### config.mk
export PLATFORM = sky130hd
export DESIGN_NAME = adc_select_ctrl
export DESIGN_NICKNAME = d
export VERILOG_FILES = /design/src/hdl/adc_select_pkg.sv /design/src/hdl/adc_select_ctrl.sv /design/src/hdl/channel_decode.sv /design/src/hdl/result_format.sv
export SDC_FILE = /design/constraint.sdc
export NUM_CORES = 1
export LEC_CHECK = 0
export BUFFER_PORTS_ARGS = -buffer_cell sky130_fd_sc_hd__buf_2
export CAP_MARGIN = 20
export CORE_MARGIN = 8
export CORE_UTILIZATION = 27
export DETAILED_ROUTE_END_ITERATION = 6
export SLEW_MARGIN = 20
export SYNTH_ARGS = -nofsm -noshare
export SYNTH_HDL_FRONTEND = slang
export SYNTH_SLANG_ARGS = --single-unit
### constraint.sdc
create_clock -name pclk -period 1.4 [get_ports pclk]
set_clock_uncertainty 0.05 [all_clocks]
set_input_delay 0 -clock pclk [delete_from_list [all_inputs] [get_ports pclk]]
set_output_delay 0 -clock pclk [all_outputs]
set_load 0.01 [all_outputs]
### src/hdl/adc_select_pkg.sv
// shared constants and types for the converter selection and result formatting block
package adc_select_pkg;

    localparam int ADDR_W = 8;
    localparam int DATA_W = 32;
    localparam int RES_W = 10;
    localparam int BYTE_W = 8;

    // register byte addresses
    localparam logic [ADDR_W-1:0] ADDR_SELECT = 8'h00;
    localparam logic [ADDR_W-1:0] ADDR_RES_LOW = 8'h04;
    localparam logic [ADDR_W-1:0] ADDR_RES_HIGH = 8'h08;
    localparam logic [ADDR_W-1:0] ADDR_CTRL = 8'h0C;

    // selection register fields
    localparam int REF_MSB = 7;
    localparam int REF_LSB = 6;
    localparam int LEFT_ADJ_BIT = 5;
    localparam int MUX_MSB = 4;
    localparam int MUX_LSB = 0;
    localparam logic [BYTE_W-1:0] SELECT_RESET = 8'h00;

    // control/status register fields
    localparam int CTRL_START_BIT = 0;
    localparam int CTRL_DONE_BIT = 1;
    localparam int CTRL_SIGN_BIT = 2;
    localparam int CTRL_DIFF_BIT = 3;
    localparam int CTRL_LOCK_BIT = 4;

    // reference codes
    localparam logic [1:0] REF_EXTERNAL = 2'h0;
    localparam logic [1:0] REF_SUPPLY = 2'h1;
    localparam logic [1:0] REF_RESERVED = 2'h2;
    localparam logic [1:0] REF_INTERNAL = 2'h3;

    // channel code boundaries
    localparam logic [4:0] MUX_DIFF_GAIN = 5'h08;
    localparam logic [4:0] MUX_NEG_ONE = 5'h10;
    localparam logic [4:0] MUX_NEG_TWO = 5'h18;
    localparam logic [4:0] MUX_BANDGAP = 5'h1E;
    localparam logic [4:0] MUX_GROUND = 5'h1F;
    localparam logic [2:0] PAIR_LOW = 3'h0;
    localparam logic [2:0] PAIR_HIGH = 3'h2;
    localparam logic [2:0] NEG_ONE = 3'h1;
    localparam logic [2:0] NEG_TWO = 3'h2;

    typedef enum logic [1:0] {GAIN_1X, GAIN_10X, GAIN_200X} gain_t;
    typedef enum logic [1:0] {SRC_PIN, SRC_BANDGAP, SRC_GROUND} source_t;

    // analog routing derived from the channel code
    typedef struct packed {
        logic differential;
        source_t source;
        logic [2:0] positive;
        logic [2:0] negative;
        gain_t gain;
    } channel_route_t;

    typedef enum {ST_IDLE, ST_CONVERT} conv_state_t;

endpackage : adc_select_pkg

### src/hdl/adc_select_ctrl.sv
// selection register, deferred settings, result registers and APB access for the converter
//
// Design decisions made here: the address map and the APB register port.
module adc_select_ctrl (
    input wire logic pclk,
    input wire logic presetn,
    input wire logic [7:0] paddr,
    input wire logic psel,
    input wire logic penable,
    input wire logic pwrite,
    input wire logic [31:0] pwdata,
    output logic pready,
    output logic [31:0] prdata,
    output logic pslverr,
    output logic conv_start,
    input wire logic conv_done,
    input wire logic [9:0] conv_data,
    output logic [1:0] reference_select,
    output logic internal_ref_on,
    output adc_select_pkg::channel_route_t route,
    output logic conversion_done_flag,
    output logic busy
);

    logic [7:0] select_r;
    logic [7:0] select_nxt;
    logic [1:0] active_ref_r;
    logic [1:0] active_ref_nxt;
    logic [4:0] active_mux_r;
    logic [4:0] active_mux_nxt;
    logic [9:0] result_r;
    logic [9:0] result_nxt;
    logic result_diff_r;
    logic result_diff_nxt;
    logic lock_r;
    logic lock_nxt;
    logic done_r;
    logic done_nxt;
    logic start_r;
    logic start_nxt;
    logic [31:0] prdata_r;
    logic [31:0] prdata_nxt;
    logic err_r;
    logic err_nxt;
    adc_select_pkg::conv_state_t state_r;
    adc_select_pkg::conv_state_t state_nxt;
    logic setup;
    logic access;
    logic wr;
    logic rd;
    logic mapped;
    logic start_req;
    logic complete;
    logic high_read;
    logic low_read;
    logic [7:0] high_byte;
    logic [7:0] low_byte;
    logic left_adjust_result;

    assign left_adjust_result = select_r[adc_select_pkg::LEFT_ADJ_BIT];

    // bus phase decode; slave answers in the first access cycle
    assign setup = psel && !penable;
    assign access = psel && penable;
    assign wr = access && pwrite;
    assign rd = access && !pwrite;
    assign pready = 1'b1;
    assign mapped = (paddr == adc_select_pkg::ADDR_SELECT) || (paddr == adc_select_pkg::ADDR_RES_LOW)
        || (paddr == adc_select_pkg::ADDR_RES_HIGH) || (paddr == adc_select_pkg::ADDR_CTRL);
    // low byte is captured at setup, so the freeze starts there too and no result slips in before access
    assign low_read = setup && !pwrite && (paddr == adc_select_pkg::ADDR_RES_LOW);
    assign high_read = rd && (paddr == adc_select_pkg::ADDR_RES_HIGH);
    assign start_req = wr && (paddr == adc_select_pkg::ADDR_CTRL) && pwdata[adc_select_pkg::CTRL_START_BIT]
        && (state_r == adc_select_pkg::ST_IDLE);
    assign complete = (state_r == adc_select_pkg::ST_CONVERT) && conv_done;

    // result byte layout follows the live left adjust bit
    result_format u_format (
        .result(result_r),
        .left_adjust_result(left_adjust_result),
        .result_high_byte(high_byte),
        .result_low_byte(low_byte)
    );

    // routing uses the settings latched at start, not the live register
    channel_decode u_decode (
        .input_channel_select(active_mux_r),
        .route(route)
    );

    // conversion sequencing and deferred settings
    always_comb begin
        state_nxt = state_r;
        active_ref_nxt = active_ref_r;
        active_mux_nxt = active_mux_r;
        start_nxt = 1'b0;
        case (state_r)
            adc_select_pkg::ST_IDLE: begin
                if (start_req) begin
                    active_ref_nxt = select_r[adc_select_pkg::REF_MSB:adc_select_pkg::REF_LSB];
                    active_mux_nxt = select_r[adc_select_pkg::MUX_MSB:adc_select_pkg::MUX_LSB];
                    start_nxt = 1'b1;
                    state_nxt = adc_select_pkg::ST_CONVERT;
                end
            end
            adc_select_pkg::ST_CONVERT: begin
                if (conv_done) begin
                    state_nxt = adc_select_pkg::ST_IDLE;
                end
            end
            default: begin
                state_nxt = adc_select_pkg::ST_IDLE;
            end
        endcase
    end

    always_ff @(posedge pclk or negedge presetn) begin
        if (!presetn) begin
            state_r <= adc_select_pkg::ST_IDLE;
            active_ref_r <= adc_select_pkg::REF_EXTERNAL;
            active_mux_r <= 5'h00;
            start_r <= 1'b0;
        end else begin
            state_r <= state_nxt;
            active_ref_r <= active_ref_nxt;
            active_mux_r <= active_mux_nxt;
            start_r <= start_nxt;
        end
    end

    // selection register, result capture, read lock and done flag
    always_comb begin
        select_nxt = select_r;
        result_nxt = result_r;
        result_diff_nxt = result_diff_r;
        lock_nxt = lock_r;
        done_nxt = done_r;
        if (wr && (paddr == adc_select_pkg::ADDR_SELECT)) begin
            select_nxt = pwdata[7:0];
        end
        if (low_read) begin
            lock_nxt = 1'b1;
        end
        if (high_read) begin
            lock_nxt = 1'b0;
        end
        if (wr && (paddr == adc_select_pkg::ADDR_CTRL) && pwdata[adc_select_pkg::CTRL_DONE_BIT]) begin
            done_nxt = 1'b0;
        end
        // a completion that lands while frozen is discarded; set beats clear
        if (complete && ((!lock_r && !low_read) || high_read)) begin
            result_nxt = conv_data;
            result_diff_nxt = route.differential;
            done_nxt = 1'b1;
        end
    end

    always_ff @(posedge pclk or negedge presetn) begin
        if (!presetn) begin
            select_r <= adc_select_pkg::SELECT_RESET;
            result_r <= 10'h000;
            result_diff_r <= 1'b0;
            lock_r <= 1'b0;
            done_r <= 1'b0;
        end else begin
            select_r <= select_nxt;
            result_r <= result_nxt;
            result_diff_r <= result_diff_nxt;
            lock_r <= lock_nxt;
            done_r <= done_nxt;
        end
    end

    // read data and error captured in the setup cycle
    always_comb begin
        prdata_nxt = prdata_r;
        err_nxt = err_r;
        if (setup) begin
            prdata_nxt = 32'h0000_0000;
            err_nxt = !mapped;
            case (paddr)
                adc_select_pkg::ADDR_SELECT: begin
                    prdata_nxt[7:0] = select_r;
                end
                adc_select_pkg::ADDR_RES_LOW: begin
                    prdata_nxt[7:0] = low_byte;
                end
                adc_select_pkg::ADDR_RES_HIGH: begin
                    prdata_nxt[7:0] = high_byte;
                end
                adc_select_pkg::ADDR_CTRL: begin
                    prdata_nxt[adc_select_pkg::CTRL_START_BIT] = (state_r == adc_select_pkg::ST_CONVERT);
                    prdata_nxt[adc_select_pkg::CTRL_DONE_BIT] = done_r;
                    prdata_nxt[adc_select_pkg::CTRL_SIGN_BIT] = result_diff_r && result_r[9];
                    prdata_nxt[adc_select_pkg::CTRL_DIFF_BIT] = result_diff_r;
                    prdata_nxt[adc_select_pkg::CTRL_LOCK_BIT] = lock_r;
                end
                default: begin
                    prdata_nxt = 32'h0000_0000;
                end
            endcase
        end
    end

    always_ff @(posedge pclk or negedge presetn) begin
        if (!presetn) begin
            prdata_r <= 32'h0000_0000;
            err_r <= 1'b0;
        end else begin
            prdata_r <= prdata_nxt;
            err_r <= err_nxt;
        end
    end

    assign prdata = prdata_r;
    assign pslverr = err_r && access;
    assign conv_start = start_r;
    assign busy = (state_r == adc_select_pkg::ST_CONVERT);
    assign conversion_done_flag = done_r;
    assign reference_select = active_ref_r;
    assign internal_ref_on = (active_ref_r == adc_select_pkg::REF_INTERNAL);

    // checks
    result_capture_a: assert property (@(posedge pclk) disable iff (!presetn)
        complete && !lock_r && !low_read |=> result_r == $past(conv_data))
        else $error("result not captured at completion");

    done_flag_set_a: assert property (@(posedge pclk) disable iff (!presetn)
        complete && !lock_r && !low_read |=> conversion_done_flag && !busy)
        else $error("done flag not set at completion");

    result_freeze_a: assert property (@(posedge pclk) disable iff (!presetn)
        lock_r && !high_read |=> $stable(result_r))
        else $error("result changed while frozen");

    settings_held_a: assert property (@(posedge pclk) disable iff (!presetn)
        busy |=> $stable(active_ref_r) && $stable(active_mux_r))
        else $error("settings changed during conversion");

    start_latch_a: assert property (@(posedge pclk) disable iff (!presetn)
        start_req |=> conv_start && active_mux_r == $past(select_r[4:0]) && reference_select == $past(select_r[7:6]))
        else $error("settings not latched at start");

    left_layout_a: assert property (@(posedge pclk) disable iff (!presetn)
        left_adjust_result |-> high_byte == result_r[9:2] && low_byte[7:6] == result_r[1:0])
        else $error("left layout wrong");

    right_sign_a: assert property (@(posedge pclk) disable iff (!presetn)
        !left_adjust_result |-> high_byte[1] == result_r[9] && low_byte == result_r[7:0])
        else $error("right layout or sign position wrong");

    single_channel_a: assert property (@(posedge pclk) disable iff (!presetn)
        active_mux_r < adc_select_pkg::MUX_DIFF_GAIN |-> !route.differential && route.positive == active_mux_r[2:0])
        else $error("single-ended channel decode wrong");

    gain_pair_a: assert property (@(posedge pclk) disable iff (!presetn)
        active_mux_r == 5'h0B |-> route.gain == adc_select_pkg::GAIN_200X && route.positive == 3'h1)
        else $error("gained pair decode wrong");

    internal_source_a: assert property (@(posedge pclk) disable iff (!presetn)
        active_mux_r == adc_select_pkg::MUX_GROUND |-> route.source == adc_select_pkg::SRC_GROUND)
        else $error("ground source decode wrong");

    adjust_immediate_a: assert property (@(posedge pclk) disable iff (!presetn)
        $rose(left_adjust_result) && $stable(result_r) |-> high_byte == result_r[9:2])
        else $error("left adjust not applied at once");

    internal_ref_a: assert property (@(posedge pclk) disable iff (!presetn)
        internal_ref_on |-> reference_select == 2'h3)
        else $error("internal reference enable wrong");

    low_pair_a: assert property (@(posedge pclk) disable iff (!presetn)
        low_read |=> lock_r && $stable(result_r))
        else $error("result moved between low byte capture and freeze");

    done_clear_a: assert property (@(posedge pclk) disable iff (!presetn)
        wr && (paddr == adc_select_pkg::ADDR_CTRL) && pwdata[adc_select_pkg::CTRL_DONE_BIT] && !complete
        |=> !conversion_done_flag)
        else $error("done flag not cleared by write");

    start_refused_a: assert property (@(posedge pclk) disable iff (!presetn)
        busy |=> !conv_start && $stable(reference_select))
        else $error("start accepted during a conversion");

    sign_read_a: assert property (@(posedge pclk) disable iff (!presetn)
        setup && (paddr == adc_select_pkg::ADDR_CTRL)
        |=> prdata[adc_select_pkg::CTRL_SIGN_BIT] == $past(result_diff_r && result_r[9]))
        else $error("sign bit read wrong");

endmodule : adc_select_ctrl

### src/hdl/channel_decode.sv
// decodes the five-bit channel code into analog routing
module channel_decode (
    input wire logic [4:0] input_channel_select,
    output adc_select_pkg::channel_route_t route
);

    // code groups: single pins, gained pairs, unity pairs, internal sources
    always_comb begin
        route.differential = 1'b0;
        route.source = adc_select_pkg::SRC_PIN;
        route.positive = input_channel_select[2:0];
        route.negative = input_channel_select[2:0];
        route.gain = adc_select_pkg::GAIN_1X;
        if (input_channel_select == adc_select_pkg::MUX_BANDGAP) begin
            route.source = adc_select_pkg::SRC_BANDGAP;
        end else if (input_channel_select == adc_select_pkg::MUX_GROUND) begin
            route.source = adc_select_pkg::SRC_GROUND;
        end else if (input_channel_select >= adc_select_pkg::MUX_NEG_TWO) begin
            route.differential = 1'b1;
            route.negative = adc_select_pkg::NEG_TWO;
        end else if (input_channel_select >= adc_select_pkg::MUX_NEG_ONE) begin
            route.differential = 1'b1;
            route.negative = adc_select_pkg::NEG_ONE;
        end else if (input_channel_select >= adc_select_pkg::MUX_DIFF_GAIN) begin
            route.differential = 1'b1;
            route.negative = input_channel_select[2] ? adc_select_pkg::PAIR_HIGH : adc_select_pkg::PAIR_LOW;
            route.positive = route.negative | {2'h0, input_channel_select[0]};
            route.gain = input_channel_select[1] ? adc_select_pkg::GAIN_200X : adc_select_pkg::GAIN_10X;
        end
    end

endmodule : channel_decode

### src/hdl/result_format.sv
// places the 10-bit result into the two result bytes
module result_format (
    input wire logic [9:0] result,
    input wire logic left_adjust_result,
    output logic [7:0] result_high_byte,
    output logic [7:0] result_low_byte
);

    // left: bits 9..2 high, 1..0 at top of low; right: 9..8 at bottom of high
    always_comb begin
        if (left_adjust_result) begin
            result_high_byte = result[9:2];
            result_low_byte = {result[1:0], 6'h00};
        end else begin
            result_high_byte = {6'h00, result[9:8]};
            result_low_byte = result[7:0];
        end
    end

endmodule : result_format

==> summary.txt <==
Power
  – Clk pwr share: 0.327
  – Tot Pwr: 0.00208 W
  – Sw frac: 0.240
  – Int Pwr: 0.00158 W
  – Power Dens Cells: 684 mW/mm^2
  – Net Switching: 0.000499 W
  – Sequential power share: 0.546
  – Static Leakage: 1.56 nW
  – Worst VDD drop: 318 uV
  – Comb pwr share: 0.128

Timing
  – Final setup violation count: 18
  – Final Max Slew Viols: 0
  – Hold slack: 91.3 ps
  – Fmax: 685 MHz
  – Fin crit period: 1460 ps
  – Hold Vio Cnt, Final: 0
  – Final worst slack: -59.3 ps
  – Post-route clock period utilization: 1.04
  – RSZ-0062 raised after global routing: yes
  – Setup TNS: -693 ps

Route
  – DRT Pass-1 Iters: 5
  – Via Count: 1855
  – DRT antenna net count: 0
  – Routed wire length: 5830 um
  – DRC viols: 0
  – Initial detailed-routing violation count: 126
  – Wire per inst: 14.3 um
  – Routed vias/inst: 4.54

Min path
  – WHS Endpoint: lock_r$_DFFE_PN0P_
  – Hold depth: 4
  – Hold Crit Class: in -> reg
  – Hold Path Origin: pwrite

Place
  – Pre-CTS setup slack: -254 ps
  – Number of port buffers: 57
  – GPL Wtd Cong: 0.764
  – DP HPWL: 4560 um
  – Placement Cell Area: 0.00269 mm^2

Clock network
  – CTS root buf: clkbuf_8
  – Skew-Pair Late Insertion Delay: 290 ps
  – CTS Buffer Depth: 2
  – CTS Sinks: 39
  – Htree depth: 2
  – Worst-path clk slew: 70 ps
  – CTS tree: done
  – TritonCTS buffer count: 5

Synthesis
  – Post-synth top area share: 0.443
  – Number of synthesized flops with an enable pin: 0
  – Area leader, netlist: dfrtp_1
  – Post-Syn Area: 0.00220 mm^2
  – Synth Area per Inst: 10.8 um^2
  – Post-Syn Instances: 203
  – Post-synth cell types: 39
  – Largest cells by area after synthesis: dfrtp_1 44%, mux2_2 9.2%, buf_4 8.9%, mux2_4 6.1%, nand2_1 2.2%
  – Synth Register Bits: 39
  – Top-count cell post-synth: dfrtp_1
  – Synth Warn #: 0
  – Post-synth top cells: 39 x dfrtp_1, 26 x buf_4, 18 x mux2_2
  – Post-synth top flop: dfrtp_1
  – Async S/R FF share, synth: 1.00
  – Sequential share of the synthesized area: 0.443

Layout
  – Diode count: 0
  – Layout cells sized above 1: 0.431
  – Filler cells: 815
  – Area added between synthesis and finish: 38.2%
  – Multi-input combinational cell area: 0.00110 mm^2
  – Final Instance Area: 0.00304 mm^2
  – Register Area: 978 um^2
  – Final net count: 361

Worst setup path
  – R2R depth: 5
  – Worst setup EP type: flop
  – Reg-to-Reg End: result_r[6]$_DFFE_PN0P_
  – CP Max Fanout: 12
  – WP data arrival: 1580 ps
  – CP Class: reg -> reg
  – Reg2reg start: state_r[0]$_DFFE_PN0P_
  – R2r setup slk: -60 ps
  – CP startpoint kind: flop
  – Critical Path RT: 1520 ps

Global routing
  – All-layer global routing usage: 0.102
  – Vias in the first global route: 1887
  – Total grt overflow: 0
  – First-pass GRT wire length: 9340 um
  – Initial antenna violation count: 0
  – Pin count of the biggest net entering global routing: 25

Floorplanning
  – Die area: 0.0113 mm^2
  – Die width: 106 um
  – Number of I/O pins: 107
  – Die Y: 106 um
  – Total core area: 0.00805 mm^2
  – # rows: 33
  – Starting density of the core: 0.273

Status
  – Failing checks: setup timing
  – Outcome: complete, but fails checks

Flow run
  – Maxcap violations: 0
## critical path: stages, from the launching register on
cell and delay [ps]:
dfrtp_1 390, and4_1 190, nand4_1 110, o21ai_2 110, buf_12 180, mux2_4 300
## logic make-up (layout without fill, tap and decap cells)
group,count (synthesis),in the layout,synth area share
other,2,25,0.00341
buffers and inverters,37,115,0.111
flip-flops,39,39,0.443
multiplexers,31,31,0.172
AO/OA/AOI/OAI,32,32,0.106
AND/OR/NAND/NOR,62,62,0.164
## power by group through the flow
stage,sequential (W),clock (W),combinational [W]
floorplan,0.00116,0,0.000145
global placement,0.00116,0,0.000217
detailed placement,0.00116,0,0.000219
CTS,0.00113,0.000708,0.000263
global route,0.00113,0.000753,0.000294
finish,0.00114,0.000679,0.000265
## per-layer routing
layer  vias to the layer above  track usage  wire length [um]
li1                        882            -                 -
met1                       886        0.128              2530
met2                        83        0.162              2750
met3                         4       0.0357               516
met4                         0       0.0271                35
met5                         -            0                 0
## cells in the final DEF, fill, tap and decap left out, types with 5 or more instances in the layout
cell,netlist,final
a21oi_1,5,5
buf_2,1,57
buf_4,26,23
clkbuf_8,0,5
conb_1,2,25
dfrtp_1,39,37
dlygate4sd3_1,0,20
inv_1,5,5
mux2_2,18,16
mux2_4,9,11
nand2_1,13,12
nand2b_1,5,5
nand3_1,5,5
nor2_1,12,10
nor2b_1,7,7
## stage by stage
stage | util | cells
finish | 0.378 | 409
global route | 0.378 | 409
CTS | 0.376 | 409
detailed placement | 0.334 | 378
global placement | 0.334 | 378
floorplan | - | 226
## registers in the layout (all words and copies together) (netlist names)
register              flops
select_r                  8
result_r                 10
active_mux_r              5
reference_select          2
state_r                   1
err_r                     1
lock_r                    1
prdata                    8
result_diff_r             1
conv_start                1
conversion_done_flag      1
## final cells by class
cell class | instances | share of cell area
clock buffers | 6 | 0.0239
inverters | 5 | 0.00617
multi-input cells | 150 | 0.362
flip-flops and latches | 39 | 0.322
well taps | 105 | 0.0432
repair buffers | 104 | 0.243
## worst max-delay path by stage
stage                           endpoint  cells past startpoint  slack [ps]                    from
3_5_place_dp     result_r[9]$_DFFE_PN0P_                      6        -250                 penable
6_report         result_r[6]$_DFFE_PN0P_                      5         -60  state_r[0]$_DFFE_PN0P_
5_1_grt          result_r[8]$_DFFE_PN0P_                      5        -120  state_r[0]$_DFFE_PN0P_
4_1_cts          result_r[6]$_DFFE_PN0P_                      5         -80  state_r[0]$_DFFE_PN0P_
2_1_floorplan  result_diff_r$_DFFE_PN0P_                      5         -80  state_r[0]$_DFFE_PN0P_
3_3_place_gp     result_r[8]$_DFFE_PN0P_                      6        -230                 penable
## repair_timing
| action | 4_1_cts | 5_1_grt |
|---|---|---|
| cloned | 0 | 0 |
| resized for setup | 9 | 3 |
| buffers inserted | 5 | 0 |
| endpoints found under the setup margin | 22 | 23 |
| hold endpoints to repair | 58 | 0 |
| hold buffers | 20 | 0 |
Note: power is estimated with default switching activity, not from simulation.
